`config.mk`:
```
export PLATFORM = sky130hd
export DESIGN_NAME = fsw_status
export DESIGN_NICKNAME = d
export VERILOG_FILES = /design/src/inc/fsw_pkg.sv /design/src/hdl/fsw_status.sv /design/src/hdl/fsw_sync.sv
export SDC_FILE = /design/constraint.sdc
export NUM_CORES = 1
export LEC_CHECK = 0
export ABC_AREA = 1
export BUFFER_PORTS_ARGS = -buffer_cell sky130_fd_sc_hd__buf_4
export CORE_AREA = 2 2 79 81
export CTS_CLUSTER_SIZE = 30
export DETAILED_ROUTE_END_ITERATION = 8
export DIE_AREA = 0 0 81 83
export MAX_ROUTING_LAYER = met4
export PLACE_DENSITY = 0.81
export SLEW_MARGIN = 20
export SYNTH_ARGS = -nofsm -noshare
export SYNTH_HDL_FRONTEND = slang
export SYNTH_SLANG_ARGS = --single-unit
```
`constraint.sdc`:
```
create_clock -name ref_clk_in -period 1.1 [get_ports ref_clk_in]
set_clock_uncertainty 0.15 [all_clocks]
set_input_delay 0.11 -clock ref_clk_in [delete_from_list [all_inputs] [get_ports ref_clk_in]]
set_output_delay 0.11 -clock ref_clk_in [all_outputs]
set_load 0.05 [all_outputs]
```
`src/inc/fsw_pkg.sv`:
```
/*
  package for the flash status word block: command codes, status bit
  positions, reset values, synchroniser depth and burst length codes.
  assumes a single 25 MHz clock domain and 16-bit flash data bus.
*/
package fsw_pkg;
  // command codes written on the low data byte
  localparam logic [7:0] FSW_CMD_READ_ARRAY = 8'hFF;
  localparam logic [7:0] FSW_CMD_READ_STATUS = 8'h70;
  localparam logic [7:0] FSW_CMD_CLEAR_STATUS = 8'h50;
  localparam logic [7:0] FSW_CMD_WORD_PROG = 8'h40;
  localparam logic [7:0] FSW_CMD_ERASE_SETUP = 8'h20;
  localparam logic [7:0] FSW_CMD_CONFIRM = 8'hD0;
  localparam logic [7:0] FSW_CMD_SUSPEND = 8'hB0;
  localparam logic [7:0] FSW_CMD_LOCK_SETUP = 8'h60;
  localparam logic [7:0] FSW_CMD_LOCK = 8'h01;
  localparam logic [7:0] FSW_CMD_LOCK_DOWN = 8'h2F;
  localparam logic [7:0] FSW_CMD_READ_ID = 8'h90;
  localparam logic [7:0] FSW_CMD_CFG_SETUP = 8'h03;
  // status word bit positions
  localparam int FSW_BIT_READY = 7;
  localparam int FSW_BIT_ERS_SUSP = 6;
  localparam int FSW_BIT_ERASE_ERR = 5;
  localparam int FSW_BIT_PROG_ERR = 4;
  localparam int FSW_BIT_VPP = 3;
  localparam int FSW_BIT_PRG_SUSP = 2;
  localparam int FSW_BIT_LOCKED = 1;
  localparam int FSW_BIT_FACTORY = 0;
  // result field encodings in bits 5:4
  localparam logic [1:0] FSW_RES_OK = 2'h0;
  localparam logic [1:0] FSW_RES_PROG = 2'h1;
  localparam logic [1:0] FSW_RES_ERASE = 2'h2;
  localparam logic [1:0] FSW_RES_SEQ = 2'h3;
  // reset values
  localparam logic [7:0] FSW_STATUS_RESET = 8'h80;
  localparam logic [7:0] FSW_UPPER_BYTE = 8'h00;
  // synchroniser depth and burst length codes
  localparam int FSW_SYNC_STAGES = 2;
  localparam logic [2:0] FSW_BL_4 = 3'h1;
  localparam logic [2:0] FSW_BL_8 = 3'h2;
  localparam logic [2:0] FSW_BL_16 = 3'h3;
  localparam logic [4:0] FSW_LEN_4 = 5'h04;
  localparam logic [4:0] FSW_LEN_8 = 5'h08;
  localparam logic [4:0] FSW_LEN_16 = 5'h10;
  // bus modes seen by the read path
  typedef enum logic [1:0] {
    FSW_MODE_ARRAY = 2'b00,
    FSW_MODE_STATUS = 2'b01,
    FSW_MODE_OTHER = 2'b11
  } fsw_mode_type;
endpackage

```
`src/hdl/fsw_status.sv`:
```
/*
  status word logic of a parallel flash: command decode for the status
  path, the 8-bit status word, and the read path for asynchronous and
  synchronous burst reads.
  assumes the program, erase and lock engines report through the
  event inputs below, all on ref_clk_in; bus pins are asynchronous.
*/
`timescale 1ns/1ps
// Summary of operation
// - read-status command at any address selects status
// - program, erase, lock sequences enter status output
// - status on low byte, zeros on high byte
// - async read latches status on ce fall with oe high or oe fall with ce low
// - page reads after first word are undefined
// - burst repeats same status word for burst length
// - bit 7 low while busy unless sequence error, high when ready
// - bits 6 and 2 show erase/program suspend
// - bits 5:4 encode result or sequence error
// - reported program or erase error aborts operation
// - bit 3 set on low programming voltage
// - bit 1 set and abort on locked block
// - bit 0 high while factory buffer loading
// - status default is 0x80
// - sequence error in suspend sets 7,5,4 sticky
// - clear-status works regardless of supply level
// - 7,6,2 follow device; 5,4,3,1 sticky
// - reset returns status to default
// - erase resume clears bit 6
// - bad command after lock setup gives sequence error
module fsw_status
  import fsw_pkg::*;
(
  input wire logic ref_clk_in, // 25 MHz block clock
  input wire logic reset_n_in, // synchronous reset, active low
  input wire logic chip_enable_n_in, // bus chip enable pin
  input wire logic output_enable_n_in, // bus output enable pin
  input wire logic write_enable_n_in, // bus write enable pin
  input wire logic address_valid_n_in, // bus address valid pin
  input wire logic link_clk_in, // burst clock pin, sampled
  input wire logic [15:0] dq_in, // data bus input
  input wire logic sync_mode_in, // 1 = synchronous burst reads
  input wire logic [2:0] burst_len_in, // burst length code
  input wire logic [15:0] array_data_in, // array word for array reads
  input wire logic busy_in, // program or erase running
  input wire logic erase_susp_in, // erase suspended or pending
  input wire logic prog_susp_in, // program suspended or pending
  input wire logic prog_err_in, // pulse: program failed
  input wire logic erase_err_in, // pulse: erase or blank check failed
  input wire logic vpp_low_in, // pulse: supply below lockout level
  input wire logic locked_hit_in, // pulse: operation hit locked block
  input wire logic factory_load_in, // factory buffer still loading
  output logic [15:0] dq_out, // data bus output
  output logic dq_oe_out, // data bus output enable
  output logic [7:0] flash_status_word_out, // current status word
  output logic abort_out, // pulse: abort running operation
  output logic erase_resume_out // pulse: erase resume written
);
  ////////////////////////////////////////////////////////////////////
  // pin synchronisers
  logic ce_n, ce_n_prev, oe_n, oe_n_prev, we_n, we_n_prev;
  logic adv_n, adv_n_prev, lclk, lclk_prev;

  fsw_sync u_ce (.ref_clk_in(ref_clk_in), .reset_n_in(reset_n_in),
    .pin_in(chip_enable_n_in), .init_in(1'b1), .level_out(ce_n), .prev_out(ce_n_prev));
  fsw_sync u_oe (.ref_clk_in(ref_clk_in), .reset_n_in(reset_n_in),
    .pin_in(output_enable_n_in), .init_in(1'b1), .level_out(oe_n), .prev_out(oe_n_prev));
  fsw_sync u_we (.ref_clk_in(ref_clk_in), .reset_n_in(reset_n_in),
    .pin_in(write_enable_n_in), .init_in(1'b1), .level_out(we_n), .prev_out(we_n_prev));
  fsw_sync u_adv (.ref_clk_in(ref_clk_in), .reset_n_in(reset_n_in),
    .pin_in(address_valid_n_in), .init_in(1'b1), .level_out(adv_n),
    .prev_out(adv_n_prev));
  // link clock parks low, so its synchroniser resets low
  fsw_sync u_lclk (.ref_clk_in(ref_clk_in), .reset_n_in(reset_n_in),
    .pin_in(link_clk_in), .init_in(1'b0), .level_out(lclk), .prev_out(lclk_prev));

  // low data byte passes two flops as well; sampled every clock, used on the write edge
  logic [7:0] dq_s1, dq_s2;
  always_ff @(posedge ref_clk_in) begin
    if (!reset_n_in) begin
      dq_s1 <= 8'h00;
      dq_s2 <= 8'h00;
    end else begin
      dq_s1 <= dq_in[7:0];
      dq_s2 <= dq_s1;
    end
  end

  logic ce_fall, oe_fall, adv_fall, we_rise, lclk_rise, read_on;
  assign ce_fall = ce_n_prev & ~ce_n;
  assign oe_fall = oe_n_prev & ~oe_n;
  assign adv_fall = adv_n_prev & ~adv_n;
  assign we_rise = ~we_n_prev & we_n & ~ce_n;
  assign lclk_rise = ~lclk_prev & lclk;
  assign read_on = ~ce_n & ~oe_n;

  ////////////////////////////////////////////////////////////////////
  // command decode
  fsw_mode_type mode;
  logic lock_setup, erase_setup, prog_setup, cfg_setup;
  logic cmd_clear, cmd_seq_err, cmd_resume;
  logic [7:0] cmd;
  assign cmd = dq_s2;

  // combinational classification of the written byte
  always_comb begin
    cmd_clear = 1'b0;
    cmd_seq_err = 1'b0;
    cmd_resume = 1'b0;
    if (we_rise) begin
      if (lock_setup) begin
        cmd_seq_err = (cmd != FSW_CMD_LOCK) && (cmd != FSW_CMD_CONFIRM) &&
                      (cmd != FSW_CMD_LOCK_DOWN) && (cmd != FSW_CMD_CFG_SETUP);
      end else if (erase_setup) begin
        cmd_seq_err = (cmd != FSW_CMD_CONFIRM);
      end else if (!prog_setup && !cfg_setup) begin
        cmd_clear = (cmd == FSW_CMD_CLEAR_STATUS);
        cmd_resume = (cmd == FSW_CMD_CONFIRM) && erase_susp_in;
      end
    end
  end

  // mode and pending second-cycle tracking
  always_ff @(posedge ref_clk_in) begin
    if (!reset_n_in) begin
      mode <= FSW_MODE_ARRAY;
      lock_setup <= 1'b0;
      erase_setup <= 1'b0;
      prog_setup <= 1'b0;
      cfg_setup <= 1'b0;
    end else if (we_rise) begin
      lock_setup <= 1'b0;
      erase_setup <= 1'b0;
      prog_setup <= 1'b0;
      cfg_setup <= 1'b0;
      if (prog_setup || erase_setup || lock_setup) begin
        mode <= FSW_MODE_STATUS;
      end else if (cfg_setup) begin
        mode <= FSW_MODE_ARRAY;
      end else begin
        case (cmd)
          FSW_CMD_READ_STATUS: mode <= FSW_MODE_STATUS;
          FSW_CMD_READ_ARRAY: mode <= FSW_MODE_ARRAY;
          FSW_CMD_READ_ID: mode <= FSW_MODE_OTHER;
          FSW_CMD_WORD_PROG: prog_setup <= 1'b1;
          FSW_CMD_ERASE_SETUP: erase_setup <= 1'b1;
          FSW_CMD_LOCK_SETUP: lock_setup <= 1'b1;
          FSW_CMD_CFG_SETUP: cfg_setup <= 1'b1;
          FSW_CMD_SUSPEND, FSW_CMD_CONFIRM: mode <= FSW_MODE_STATUS;
          default: mode <= mode;
        endcase
      end
    end
  end

  ////////////////////////////////////////////////////////////////////
  // status word; bits 7,6,2,0 follow the engine, the rest are sticky
  logic [1:0] result;
  logic vpp_flag, locked_flag;
  logic [7:0] status_now;

  always_ff @(posedge ref_clk_in) begin
    if (!reset_n_in) begin
      result <= FSW_STATUS_RESET[FSW_BIT_ERASE_ERR:FSW_BIT_PROG_ERR];
      vpp_flag <= FSW_STATUS_RESET[FSW_BIT_VPP];
      locked_flag <= FSW_STATUS_RESET[FSW_BIT_LOCKED];
    end else begin
      // set wins over a clear in the same cycle
      result <= (cmd_clear ? FSW_RES_OK : result) |
                (cmd_seq_err ? FSW_RES_SEQ : FSW_RES_OK) |
                (prog_err_in ? FSW_RES_PROG : FSW_RES_OK) |
                (erase_err_in ? FSW_RES_ERASE : FSW_RES_OK);
      vpp_flag <= (vpp_flag & ~cmd_clear) | vpp_low_in;
      locked_flag <= (locked_flag & ~cmd_clear) | locked_hit_in;
    end
  end

  // a sequence error forces ready so bits 7,5,4 read set together
  assign status_now = {~busy_in | (result == FSW_RES_SEQ),
                       erase_susp_in & ~cmd_resume,
                       result, vpp_flag, prog_susp_in, locked_flag,
                       factory_load_in};

  // abort engine on any reported failure
  always_ff @(posedge ref_clk_in) begin
    if (!reset_n_in) begin
      abort_out <= 1'b0;
      erase_resume_out <= 1'b0;
      flash_status_word_out <= FSW_STATUS_RESET;
    end else begin
      abort_out <= prog_err_in | erase_err_in | vpp_low_in | locked_hit_in;
      erase_resume_out <= cmd_resume;
      flash_status_word_out <= status_now;
    end
  end

  ////////////////////////////////////////////////////////////////////
  // read path: latched status, burst repetition
  logic [7:0] status_latch;
  logic [4:0] burst_cnt, burst_len;
  logic burst_live, page_first;

  always_comb begin
    case (burst_len_in)
      FSW_BL_4: burst_len = FSW_LEN_4;
      FSW_BL_8: burst_len = FSW_LEN_8;
      FSW_BL_16: burst_len = FSW_LEN_16;
      default: burst_len = 5'h1F; // code 7 repeats until ce rises; other codes end after 31 clocks
    endcase
  end

  // latch only on access start; stale data is the host's problem
  always_ff @(posedge ref_clk_in) begin
    if (!reset_n_in) begin
      status_latch <= FSW_STATUS_RESET;
    end else if (sync_mode_in ? (ce_fall | adv_fall) : ((ce_fall & oe_n) | (oe_fall & ~ce_n) |
                 (ce_fall & oe_fall))) begin
      status_latch <= status_now;
    end
  end

  // burst counter runs on sampled link clock edges
  always_ff @(posedge ref_clk_in) begin
    if (!reset_n_in) begin
      burst_cnt <= 5'h00;
      burst_live <= 1'b0;
      page_first <= 1'b0;
    end else begin
      page_first <= read_on & (oe_fall | ce_fall | page_first);
      if (ce_fall | adv_fall) begin
        burst_cnt <= 5'h00;
        burst_live <= sync_mode_in;
      end else if (ce_n) begin
        burst_live <= 1'b0;
      end else if (burst_live && lclk_rise) begin
        if (burst_len_in != 3'h7 && burst_cnt == burst_len - 5'h01) begin
          burst_live <= 1'b0;
        end else begin
          burst_cnt <= burst_cnt + 5'h01;
        end
      end
    end
  end

  // drive the bus; page words after the first repeat the latch,
  // which is one of the allowed undefined values
  always_ff @(posedge ref_clk_in) begin
    if (!reset_n_in) begin
      dq_out <= 16'h0000;
      dq_oe_out <= 1'b0;
    end else begin
      dq_oe_out <= read_on;
      if (mode == FSW_MODE_STATUS) begin
        dq_out <= {FSW_UPPER_BYTE, status_latch};
      end else begin
        dq_out <= array_data_in;
      end
    end
  end

  ////////////////////////////////////////////////////////////////////
  // checks
  reset_default_a: assert property (@(posedge ref_clk_in)
    $rose(reset_n_in) |-> flash_status_word_out == FSW_STATUS_RESET)
    else $error("status not default after reset");
  upper_zero_a: assert property (@(posedge ref_clk_in) disable iff (!reset_n_in)
    (dq_oe_out && $past(mode) == FSW_MODE_STATUS) |-> dq_out[15:8] == 8'h00)
    else $error("upper byte not zero in status read");
  sticky_vpp_a: assert property (@(posedge ref_clk_in) disable iff (!reset_n_in)
    (vpp_flag && !cmd_clear) |=> vpp_flag)
    else $error("voltage flag dropped without clear");
  vpp_set_a: assert property (@(posedge ref_clk_in) disable iff (!reset_n_in)
    vpp_low_in |=> ##1 flash_status_word_out[FSW_BIT_VPP])
    else $error("voltage fault not reported");
  lock_abort_a: assert property (@(posedge ref_clk_in) disable iff (!reset_n_in)
    locked_hit_in |=> abort_out && locked_flag)
    else $error("locked block not aborted");
  seq_err_a: assert property (@(posedge ref_clk_in) disable iff (!reset_n_in)
    cmd_seq_err |=> ##1 (flash_status_word_out[7:4] & 4'hB) == 4'hB)
    else $error("sequence error bits not set");
  busy_bit_a: assert property (@(posedge ref_clk_in) disable iff (!reset_n_in)
    (busy_in && result != FSW_RES_SEQ) |=> !flash_status_word_out[FSW_BIT_READY])
    else $error("ready shown while busy");
  clear_a: assert property (@(posedge ref_clk_in) disable iff (!reset_n_in)
    (cmd_clear && !vpp_low_in && !locked_hit_in && !cmd_seq_err &&
     !prog_err_in && !erase_err_in) |=> result == FSW_RES_OK && !vpp_flag && !locked_flag)
    else $error("clear status failed");
  status_mode_a: assert property (@(posedge ref_clk_in) disable iff (!reset_n_in)
    (we_rise && !prog_setup && !erase_setup && !lock_setup && !cfg_setup &&
     cmd == FSW_CMD_READ_STATUS) |=> mode == FSW_MODE_STATUS)
    else $error("read status not entered");
  // later words of an asynchronous access must not relatch the status
  page_hold_a: assert property (@(posedge ref_clk_in) disable iff (!reset_n_in)
    (page_first && !sync_mode_in) |=> $stable(status_latch))
    else $error("page word relatched status");
  // inside a burst only a new enable or address valid fall may relatch
  burst_rep_a: assert property (@(posedge ref_clk_in) disable iff (!reset_n_in)
    (burst_live && sync_mode_in && !ce_fall && !adv_fall) |=> $stable(status_latch))
    else $error("burst word changed mid burst");
endmodule

```
`src/hdl/fsw_sync.sv`:
```
/*
  two-stage synchroniser for one pin, with a registered copy so edges
  can be found without touching the first stage.
  assumes the pin is asynchronous to ref_clk_in.
*/
`timescale 1ns/1ps
module fsw_sync
  import fsw_pkg::*;
(
  input wire logic ref_clk_in, // block clock
  input wire logic reset_n_in, // synchronous reset, active low
  input wire logic pin_in, // raw pin level
  input wire logic init_in, // level taken during reset
  output logic level_out, // synchronised level
  output logic prev_out // synchronised level one cycle ago
);
  logic [FSW_SYNC_STAGES-1:0] stage;

  // first stage feeds only the second
  always_ff @(posedge ref_clk_in) begin
    if (!reset_n_in) begin
      stage <= {FSW_SYNC_STAGES{init_in}}; // idle level, so no false edge
      prev_out <= init_in;
    end else begin
      stage <= {stage[FSW_SYNC_STAGES-2:0], pin_in};
      prev_out <= stage[FSW_SYNC_STAGES-1];
    end
  end

  assign level_out = stage[FSW_SYNC_STAGES-1];
endmodule

```
### Word-level counts from Yosys, hierarchy flattened

Cells that the tools add are included.

* word-level logic and storage cells: 118
* bits in registers: 73
* input port bits: 51

* reduce and logical (&&, ||, !) cells: 13
* equal/unequal tests: 16
* muxes and demuxes: 32
* bitwise logic cells: 32

Operators with widths (number)
* $eq A8 B7 Y1 const B: 4
* $eq A8 B8 Y1 const B: 4
* $mux W1: 25
* $and A1 B1 Y1: 12
* $mux W2: 5
* $or A1 B1 Y1: 9
* $eq A8 B2 Y1 const B: 1
* $eq A8 B6 Y1 const B: 1
* $mux W8: 1
* $ne A8 B1 Y1 const B: 1
* $ne A8 B2 Y1 const B: 1
* $ne A8 B6 Y1 const B: 1
* $ne A8 B8 Y1 const B: 1
* $not A1 Y1: 8
* $pmux W2 S3: 1
* $logic_and A1 B1 Y1: 5
* $reduce_bool A5 Y1: 1
* $or A2 B2 Y2: 2
* $reduce_or A3 Y1: 1
* $eq A2 B1 Y1 const B: 1
* $eq A2 B2 Y1 const B: 1
* $logic_not A1 Y1: 2
* $logic_or A1 B1 Y1: 2
* $or A2 B1 Y2: 1
* other kinds (2): 2

### Depth between registers and ports, before layout

Gate-level depths: netlist of run 1.

* depth in word-level cells: 10
* gate-level depth with buffers: 9
* gate-level depth less buffers: 9

### By module

From an unflattened synthesis of run 1, not the netlist that was laid out.

* cell total of the unflattened synthesis: 330
* area total of the unflattened synthesis: 2576.2 sq um

Modules (own cells, without submodules)
* fsw_status: cells an instance 286, seq. area each 1221.2 sq um, area an instance 2205.9 sq um, instances 1
* fsw_sync: cells an instance 11, seq. area each 60.1 sq um, area an instance 92.6 sq um, instances 4

### Worst setup path before layout of run 1

No wires, ideal clock.

* kind: reg2reg
* start point: reg u_ce.stage[1]
* end point: reg result[0]
* arrival: 941 ps
* stages on the path, launching flop included: 7
* path slack: -117 ps
* period minus slack after synthesis: 1217 ps
* data required time: 824 ps
* setup time: 126 ps
* cell sequence: dfxtp_1 -> nor2_2 -> nand2_4 -> nor2_8 -> nand3_2 -> a21oi_1 -> a21oi_1

* word-level cells in the longest chain between the ends: 7
* elaborated cells on any way between the ends: 9
* classes of those cells: mux (4); bitwise (5)

RTL lines
* start: declaration: RTL line fsw_sync.sv:17 `logic [FSW_SYNC_STAGES-1:0] stage;`
* start signal: assignment: RTL line fsw_sync.sv:22 `stage <= {FSW_SYNC_STAGES{init_in}};`
* start signal: assignment: RTL line fsw_sync.sv:25 `stage <= {stage[FSW_SYNC_STAGES-2:0], pin_in};`
* $not A1 Y1 *: RTL line fsw_status.sv:92 `assign we_rise = ~we_n_prev & we_n & ~ce_n;`
* $and A1 B1 Y1 *: RTL line fsw_status.sv:92
* $mux W1: RTL line fsw_status.sv:109 `if (we_rise) begin`
* $mux W2, on equally long branches: RTL line fsw_status.sv:168, fsw_status.sv:169
* $or A2 B2 Y2 *: RTL line fsw_status.sv:168 `result <= (cmd_clear ? FSW_RES_OK : result) |`
* $or A2 B1 Y2 *: RTL line fsw_status.sv:169 `(cmd_seq_err ? FSW_RES_SEQ : FSW_RES_OK) |`
* $or A2 B2 Y2 *: RTL line fsw_status.sv:170 `(prog_err_in ? FSW_RES_PROG : FSW_RES_OK) |`
* end signal: assignment: RTL line fsw_status.sv:163 `result <= FSW_STATUS_RESET[FSW_BIT_ERASE_ERR:FSW_BIT_PROG_ERR];`
* end signal: assignment: RTL line fsw_status.sv:168
* end: declaration: RTL line fsw_status.sv:157 `logic [1:0] result;`

Every way passes the cells marked *; elsewhere a longest branch is shown, timed or not.
A chain may end at the register's enable or synchronous reset.

### Worst setup path after layout of run 1

* start point: reg u_oe.stage[1]
* end point: reg status_latch[4]

* word-level cells in the longest chain between the ends: 6
* elaborated cells on any way between the ends: 8
* classes of those cells: mux (1); bitwise (7)

RTL lines
* start: declaration: RTL line fsw_sync.sv:17
* start signal: assignment: RTL line fsw_sync.sv:22
* start signal: assignment: RTL line fsw_sync.sv:25
* $not A1 Y1: RTL line fsw_status.sv:90 `assign oe_fall = oe_n_prev & ~oe_n;`
* $and A1 B1 Y1: RTL line fsw_status.sv:90
* $and A1 B1 Y1: RTL line fsw_status.sv:215 `end else if (sync_mode_in ? (ce_fall | adv_fall) : ((ce_fall & oe_n) | (oe_fall & ~ce_n) |`
* $or A1 B1 Y1: RTL line fsw_status.sv:215
* $or A1 B1 Y1 *: RTL line fsw_status.sv:215
* $mux W1 *: RTL line fsw_status.sv:215
* end signal: assignment: RTL line fsw_status.sv:217 `status_latch <= status_now;`
* end: declaration: RTL line fsw_status.sv:198 `logic [7:0] status_latch;`

Marks and branches as above.

==> impl_metrics.json, run 1 <==
{
  "cts_buffer_depth": 2,
  "dieHeight_um": 83,
  "ys_dominant_reg_cell": "dfxtp_1",
  "status": "complete, but fails checks",
  "max_cap_viol_count": 0,
  "gr-usage-all-layers_pct": 24.0,
  "holdWs_ns": 0.0369,
  "synth_warnings": 0,
  "routedWlPerCell_um": 15.4,
  "antenna_found_initial": 0,
  "syn-num-nets": 365,
  "final_common_cell": "buf_4",
  "grt_pass1_vias": 2524,
  "hp-class": "in -> reg",
  "core_um2": 5820,
  "cts_tree": "built",
  "num-nets-final": 492,
  "port_buffers": 65,
  "drc": 0,
  "ir_drop_uv": 1060,
  "htree_levels": 3,
  "drtPass1Iterations": 5,
  "fin_setup_tns_ns": -4.84,
  "critPathLaunchType": "flip-flop",
  "die-area_um2": 6720,
  "failed_checks": "negative setup slack",
  "cts_root_buf": "clkbuf_8",
  "clkTransAtPathRegs_ns": 0.09,
  "clock_latency_ns": 0.35,
  "viasPerCell": 4.88,
  "endpoint_kind": "flip-flop",
  "ant_nets": 0,
  "start_util_pct": 43.9,
  "numCtsBuffers": 9,
  "synth-seq-cells": 73,
  "fin_ws_ns": -0.317,
  "clkSinkCount": 73,
  "post-route-util_pct": 74.9,
  "async_flop_share_pct": 0,
  "wl_mm": 8.02,
  "drv_slew": 0,
  "fin_cells": 522,
  "fin_crit_sh_pct": 129,
  "yosysUniqueCellTypes": 29,
  "worstMarginPinSlew_ns": 0.338,
  "drive_above_1_share_pct": 49.3,
  "synth-edff-count": 0,
  "pin_count": 78,
  "die_x_um": 81,
  "p_per_area_nw_per_um2": 1430,
  "hpwl_mm": 3.70,
  "most-common-layout-cells": "55 x buf_4, 47 x nand2_1, 45 x inv_1",
  "cp.arrival_ns": 1.52,
  "synthToLayoutAreaGrowth_pct": 70.5,
  "seq_area_frac_synth_pct": 57.2,
  "min_period_ns": 1.42,
  "drtIter0Drc": 156,
  "slew_headroom_pct": 77.5,
  "gp_congestion": 0.834,
  "avgSynthCellArea_um2": 8.14,
  "timing.critical_path.fanout_max": 5,
  "rows": 28,
  "path_class": "reg -> reg",
  "p_leak_nw": 2.10,
  "num_vias": 2545,
  "grt_max_degree": 24,
  "grt_pass1_wl_mm": 11.8,
  "post-place-cells": 464,
  "netlist_area_um2": 2550,
  "synth_cells": 314,
  "overflow": 0,
  "rsz0062_at_grt": "true",
  "worstPathRequired_ns": 1.20,
  "hold_viol": 0,
  "max_freq_mhz": 706,
  "setup_viol": 32
}
==> synthesized netlist by cell type (2+ instances only) <==
library cell,n,area [µm²]
nand2_1,60,225
nand3_1,7,35.0
dfxtp_1,73,1460
nand2_2,5,31.3
nor3_1,2,10.0
clkbuf_1,3,11.3
nand3_2,2,20.0
a21oi_2,2,17.5
o21ai_0,15,75.1
nor2_4,3,33.8
buf_4,2,15.0
nor2_2,3,18.8
a21oi_1,11,55.1
inv_1,49,184
or2_2,10,62.6
nor2_1,54,203
==> routing by layer <==
layer | track usage [%] | share of wire [%] | vias up | routed length (µm)
met5 | - | 0 | - | 0
met4 | 15.3 | 5.2 | 0 | 421
met3 | 6.52 | 5.8 | 37 | 463
met2 | 39.4 | 54 | 134 | 4300
met1 | 24.9 | 35 | 1170 | 2840
li1 | - | - | 1204 | -
==> report_power, final <==
group / internal, mW / switching (mW)
Combinational: 0.440 / 0.489
Sequential: 2.78 / 0.0962
Clock: 1.30 / 1.12
Total: 4.52 / 1.71
==> worst max-delay path, stage by stage, from the launching register on <==
cell and delay, ns:
dfxtp_2 0.32, nor2_1 0.15, nor2_1 0.08, o211ai_1 0.08
buf_4 0.20, nand2_8 0.10, o21ai_2 0.17, nor2_2 0.06
==> sequential cells by signal, summed over array words and instances (netlist names), 8 cells and up <==
name,flops
flash_status_word_out,8
status_latch,8
dq_s1,8
cmd,8
dq_out,16
==> what timing repair did <==
item                                   4_1_cts  5_1_grt
pin swaps                                    3       13
setup endpoints to repair                   55       61
buffers inserted                             3        1
hold buffers                                36        0
endpoints found under the hold margin       41        0
gates cloned                                 1        0
gates resized for setup                     69       91
==> metrics by stage <==
step	area (µm²)	worst slack (ns)	total power, mW
2_1_floorplan	2580	-0.0924	3.25
3_3_place_gp	3260	-0.189	3.51
3_5_place_dp	3260	-0.217	3.53
4_1_cts	4070	-0.204	6.02
5_1_grt	4350	-0.351	6.41
6_report	4360	-0.317	6.23
==> final timing paths <==
| kind | start | to | slack (ns) | cells past startpoint |
|---|---|---|---|---|
| worst max-delay path | u_oe.stage[1] | status_latch[4] | -0.32 | 7 |
| worst min-delay path | reset_n_in | u_ce.prev_out | 0.04 | 3 |
| worst max register to register | u_oe.stage[1] | status_latch[4] | -0.32 | 7 |
| worst min register to register | dq_s1[6] | cmd[6] | 0.26 | 2 |
==> cell type report <==
cell class                      instances  area [µm²]
Timing Repair Buffer                  122        1210
Multi-Input combinational cell        184        1100
Clock buffer                            9         124
Sequential cell                        73        1520
Fill cell                             337        1460
Inverter                               51         201
Antenna cell                            1        2.50
Clock inverter                          7         103
Tap cell                               75        93.8
==> cell families after synthesis <==
logic type,synth area share (%)
compound gates,6.81
buf+inv,8.86
flops,57.2
simple gates,27.1
(Power assumes the default switching activity.)
==> run 2: changes to the inputs <==
--- a/config.mk
+++ b/config.mk
@@ -11,8 +11,10 @@
 export CTS_CLUSTER_SIZE = 30
 export DETAILED_ROUTE_END_ITERATION = 8
 export DIE_AREA = 0 0 81 83
+export GPL_ROUTABILITY_DRIVEN = 0
 export MAX_ROUTING_LAYER = met4
 export PLACE_DENSITY = 0.81
+export REMOVE_ABC_BUFFERS = 1
 export SLEW_MARGIN = 20
 export SYNTH_ARGS = -nofsm -noshare
 export SYNTH_HDL_FRONTEND = slang
==> impl_metrics.json, run 2 (synthesis results as in run 1) <==
{
  "pwr-share-comb_pct": 16.1,
  "worstPathRequired_ns": 1.19,
  "grt_max_degree": 29,
  "dieHeight_um": 83,
  "reg2reg_slack_ns": -0.29,
  "fin_ws_ns": -0.290,
  "min_path_cells": 3,
  "r2r_start": "u_we.prev_out",
  "num-nets-final": 496,
  "cts_root_buf": "clkbuf_8",
  "viasPerCell": 4.81,
  "cts_buffer_depth": 2,
  "status": "complete, but fails checks",
  "slew_headroom_pct": 68.2,
  "drv_slew": 0,
  "path_class": "reg -> reg",
  "cp.arrival_ns": 1.48,
  "setup_viol": 28,
  "p_switching_mw": 1.52,
  "core_um2": 5820,
  "grt_pass1_wl_mm": 10.3,
  "p_seq_share_pct": 51.6,
  "gr-usage-all-layers_pct": 20.5,
  "clock_latency_ns": 0.35,
  "cts_tree": "built",
  "min_period_ns": 1.39,
  "die-area_um2": 6720,
  "routedWlPerCell_um": 14.2,
  "endpoint_kind": "flip-flop",
  "hold_end": "flash_status_word_out[7]",
  "max_freq_mhz": 719,
  "worstMarginPinSlew_ns": 0.476,
  "rsz0062_at_grt": "true",
  "numCtsBuffers": 9,
  "timing.critical_path.fanout_max": 7,
  "rows": 28,
  "critPathLaunchType": "flip-flop",
  "failed_checks": "negative setup slack",
  "hp-class": "in -> reg",
  "p_leak_nw": 2.07,
  "holdWs_ns": 0.0243,
  "max_cap_viol_count": 0,
  "grtUsageMet2_pct": 34.8,
  "pin_count": 78,
  "met3_usage_pct": 6.30,
  "largest_register_ffs": 16,
  "hpwl_mm": 3.57,
  "htree_levels": 3,
  "p_per_area_nw_per_um2": 1290,
  "antenna_found_initial": 0,
  "final_common_cell": "buf_4",
  "ir_drop_uv": 949,
  "synthToLayoutAreaGrowth_pct": 70.3,
  "drive_above_1_share_pct": 50.6,
  "p_int_mw": 4.08,
  "hold_viol": 0,
  "die_x_um": 81,
  "fin_crit_sh_pct": 126,
  "port_buffers": 65,
  "start_util_pct": 43.9,
  "grt_busiest_layer": "met2",
  "post-place-ws_ns": -0.224,
  "ant_nets": 0,
  "power_frac_clock_pct": 32.3,
  "overflow": 0,
  "grt_pass1_vias": 2346,
  "clkTransAtPathRegs_ns": 0.08,
  "worstReg2RegEnd": "result[0]",
  "worstRegToRegCells": 6,
  "netSwitchingFraction_pct": 27.1,
  "clkSinkCount": 73,
  "most-common-layout-cells": "57 x buf_4, 49 x nand2_1, 45 x inv_1",
  "drtIter0Drc": 155,
  "antenna_cells": 0,
  "met1_usage_pct": 21.1,
  "post-route-util_pct": 74.8,
  "drtPass1Iterations": 5,
  "holdCritStartpoint": "reset_n_in",
  "largest_register": "dq_out",
  "wl_mm": 7.46,
  "num_vias": 2523,
  "drc": 0
}
==> run 2: cell types whose count changed in the layout (fill, tap and decap cells not counted), sizes merged <==
cell,before,now
inv,53,51
buf,86,89
clkinv,3,2
bufinv,2,0
clkbuf,9,12
diode,1,0
dlygate4sd3,36,37
clkinvlp,0,1
==> run 2: worst max-delay path, stage by stage (launching register included) <==
cell     delay [ns]
dfxtp_1        0.33
nor2_4         0.13
nand2_4        0.11
nor2_8         0.17
nand3_4        0.10
a21oi_1        0.18
a21oi_1        0.11
==> run 2: power groups by stage <==
| stage | combinational (mW) | clock (mW) | sequential (mW) |
|---|---|---|---|
| global placement | 0.621 | 0 | 2.88 |
| CTS | 0.826 | 1.80 | 2.85 |
| finish | 0.901 | 1.81 | 2.89 |
| detailed placement | 0.630 | 0 | 2.89 |
| global route | 0.957 | 1.94 | 2.90 |
| floorplan | 0.165 | 0 | 3.06 |
==> run 2: through the flow <==
stage                     setup TNS, ns  std cells  total power, mW  instance area (µm²)
after floorplan                   -1.63        307             3.22                 2520
after global placement            -2.75        465             3.50                 3250
after detailed placement          -3.52        465             3.52                 3250
after CTS                         -2.96        521             5.48                 4070
after global routing              -6.04        524             5.80                 4350
final                             -3.90        524             5.60                 4350
==> run 2: worst max path at each step <==
stage	slack [ns]	end	startpoint
global placement	-0.17	status_latch[3]	u_ce.stage[1]
finish	-0.29	result[0]	u_we.prev_out
global route	-0.34	mode[0]	cmd[7]
floorplan	-0.13	result[0]	u_ce.stage[1]
detailed placement	-0.22	result[1]	u_ce.stage[1]
CTS	-0.18	status_latch[6]	cmd[2]
==> run 2: area by class of cell <==
class / count / area, µm²
flip-flops and latches: 73 / 1510
fillers: 351 / 1460
repair buffers: 126 / 1230
multi-input cells: 184 / 1150
inverters: 51 / 201
clock buffers: 12 / 145
well taps: 75 / 93.8
clock inverters: 3 / 17.5
==> run 2: repair_timing <==
| item | CTS | global route |
|---|---|---|
| hold buffers | 37 | 0 |
| gates resized for setup | 88 | 89 |
| hold endpoints to repair | 41 | 0 |
| cloned | 1 | 0 |
| buffers inserted | 3 | 3 |
| pin swaps | 23 | 21 |
| endpoints found under the setup margin | 58 | 56 |
==> run 2: metal layers <==
| metal | routed length, µm | part of all wire (%) |
|---|---|---|
| met5 | 0 | 0 |
| met4 | 370 | 5.0 |
| met3 | 478 | 6.4 |
| met2 | 3970 | 53 |
| met1 | 2640 | 35 |
==> run 3: changes to the inputs <==
--- a/config.mk
+++ b/config.mk
@@ -7,13 +7,13 @@
 export LEC_CHECK = 0
 export ABC_AREA = 1
 export BUFFER_PORTS_ARGS = -buffer_cell sky130_fd_sc_hd__buf_4
-export CORE_AREA = 2 2 79 81
+export CORE_AREA = 2 2 89 91
 export CTS_CLUSTER_SIZE = 30
 export DETAILED_ROUTE_END_ITERATION = 8
-export DIE_AREA = 0 0 81 83
+export DIE_AREA = 0 0 91 93
 export GPL_ROUTABILITY_DRIVEN = 0
 export MAX_ROUTING_LAYER = met4
-export PLACE_DENSITY = 0.81
+export PLACE_DENSITY = 0.68
 export REMOVE_ABC_BUFFERS = 1
 export SLEW_MARGIN = 20
 export SYNTH_ARGS = -nofsm -noshare
==> impl_metrics.json, run 3 (synthesis results as in run 1) <==
{
  "ir_drop_uv": 905,
  "cts_root_buf": "clkbuf_8",
  "dieHeight_um": 93,
  "viasPerCell": 4.18,
  "min_path_cells": 4,
  "overflow": 0,
  "regArea_um2": 1510,
  "worstMarginPinSlew_ns": 0.274,
  "cts_tree": "built",
  "drc": 0,
  "max_cap_viol_count": 0,
  "clkSinkCount": 73,
  "timing.critical_path.fanout_max": 5,
  "fin_cells": 550,
  "core_um2": 7530,
  "numCtsBuffers": 9,
  "wl_mm": 5.83,
  "min_period_ns": 1.30,
  "post-route-util_pct": 56.5,
  "fin_crit_sh_pct": 119,
  "fin_ws_ns": -0.204,
  "largest_register_ffs": 16,
  "path_class": "reg -> reg",
  "worstRegToRegCells": 7,
  "antenna_found_initial": 0,
  "die-area_um2": 8460,
  "multi_input_area_um2": 1020,
  "drv_slew": 0,
  "fill_cells": 688,
  "setup_viol": 20,
  "cp.arrival_ns": 1.39,
  "final_common_cell": "buf_4",
  "most-common-layout-cells": "55 x buf_4, 54 x nand2_1, 44 x inv_1",
  "drive_above_1_share_pct": 44.9,
  "rows": 32,
  "fin_setup_tns_ns": -2.82,
  "clkTransAtPathRegs_ns": 0.08,
  "post-place-cells": 491,
  "largest_register": "dq_out",
  "rsz0062_at_grt": "true",
  "p_per_area_nw_per_um2": 1360,
  "failed_checks": "negative setup slack",
  "grt_pass1_wl_mm": 9.69,
  "start_util_pct": 33.9,
  "antenna_cells": 0,
  "num_vias": 2301,
  "drtPass1Iterations": 4,
  "synthToLayoutAreaGrowth_pct": 66.6,
  "die_x_um": 91,
  "clock_latency_ns": 0.34,
  "hpwl_mm": 3.66,
  "routedWlPerCell_um": 10.6,
  "port_buffers": 65,
  "max_freq_mhz": 767,
  "critPathLaunchType": "flip-flop",
  "hold_viol": 0,
  "grt_max_degree": 28,
  "hp-class": "in -> reg",
  "htree_levels": 3,
  "grt_pass1_vias": 2237,
  "gr-usage-all-layers_pct": 14.9,
  "pin_count": 78,
  "p_leak_nw": 2.07,
  "cts_buffer_depth": 2,
  "endpoint_kind": "flip-flop",
  "status": "complete, but fails checks",
  "slew_headroom_pct": 81.7,
  "ant_nets": 0,
  "drtIter0Drc": 76,
  "num-nets-final": 494,
  "worstPathRequired_ns": 1.19
}
[run 3: layout make-up]
type | count | share of cell area [%]
Tap cell | 102 | 3.00
Clock buffer | 12 | 3.65
Multi-Input combinational cell | 184 | 24.0
Timing Repair Buffer | 124 | 27.8
Inverter | 51 | 4.79
Sequential cell | 73 | 35.5
Clock inverter | 4 | 1.21
[run 3: layer usage]
layer | vias to the layer above | track usage (%) | part of all wire, %
li1 | 1208 | - | -
met5 | - | - | 0
met1 | 1023 | 15.7 | 41
met3 | 11 | 4.35 | 4.5
met4 | 0 | 6.57 | 2.0
met2 | 59 | 25.9 | 53
[run 3: path summary, 6_finish.rpt]
| check | from | endpoint | slack (ns) |
|---|---|---|---|
| max reg2reg | u_oe.stage[1] | status_latch[3] | -0.20 |
| min reg2reg | dq_s1[0] | cmd[0] | 0.26 |
| max | u_oe.stage[1] | status_latch[3] | -0.20 |
| min | reset_n_in | vpp_flag | 0.04 |
[run 3: metrics by stage]
| step | instance area, µm² | hold WS [ns] | setup slack, ns | power, mW |
|---|---|---|---|---|
| 2_1_floorplan | 2520 | 0.0290 | -0.129 | 3.22 |
| 3_3_place_gp | 3280 | 0.145 | -0.173 | 3.50 |
| 3_5_place_dp | 3280 | 0.144 | -0.205 | 3.51 |
| 4_1_cts | 4100 | 0.0147 | -0.201 | 5.79 |
| 5_1_grt | 4260 | 0.0553 | -0.269 | 6.04 |
| 6_report | 4260 | 0.0427 | -0.204 | 5.79 |
[run 3: report_power, final]
group,switching [mW],leakage (nW),total [mW],internal [mW]
clock,0.917,0.103,2.09,1.17
combinational,0.429,1.35,0.834,0.405
sequential,0.0804,0.614,2.87,2.79
[run 3: critical path: stages, from the launching register on]
cell	delay [ns]
dfxtp_2	0.32
nor2_1	0.10
nor2_1	0.04
o211ai_1	0.07
buf_4	0.19
nand2_8	0.08
o21ai_0	0.18
nor2_1	0.06
[run 3: timing repair]
item / in CTS / in global routing
buffers inserted: 4 / 0
gates cloned: 1 / 0
resized for setup: 74 / 60
hold buffers: 38 / 0
endpoints found under the setup margin: 63 / 62
pin swaps: 13 / 8
hold endpoints to repair: 41 / 0
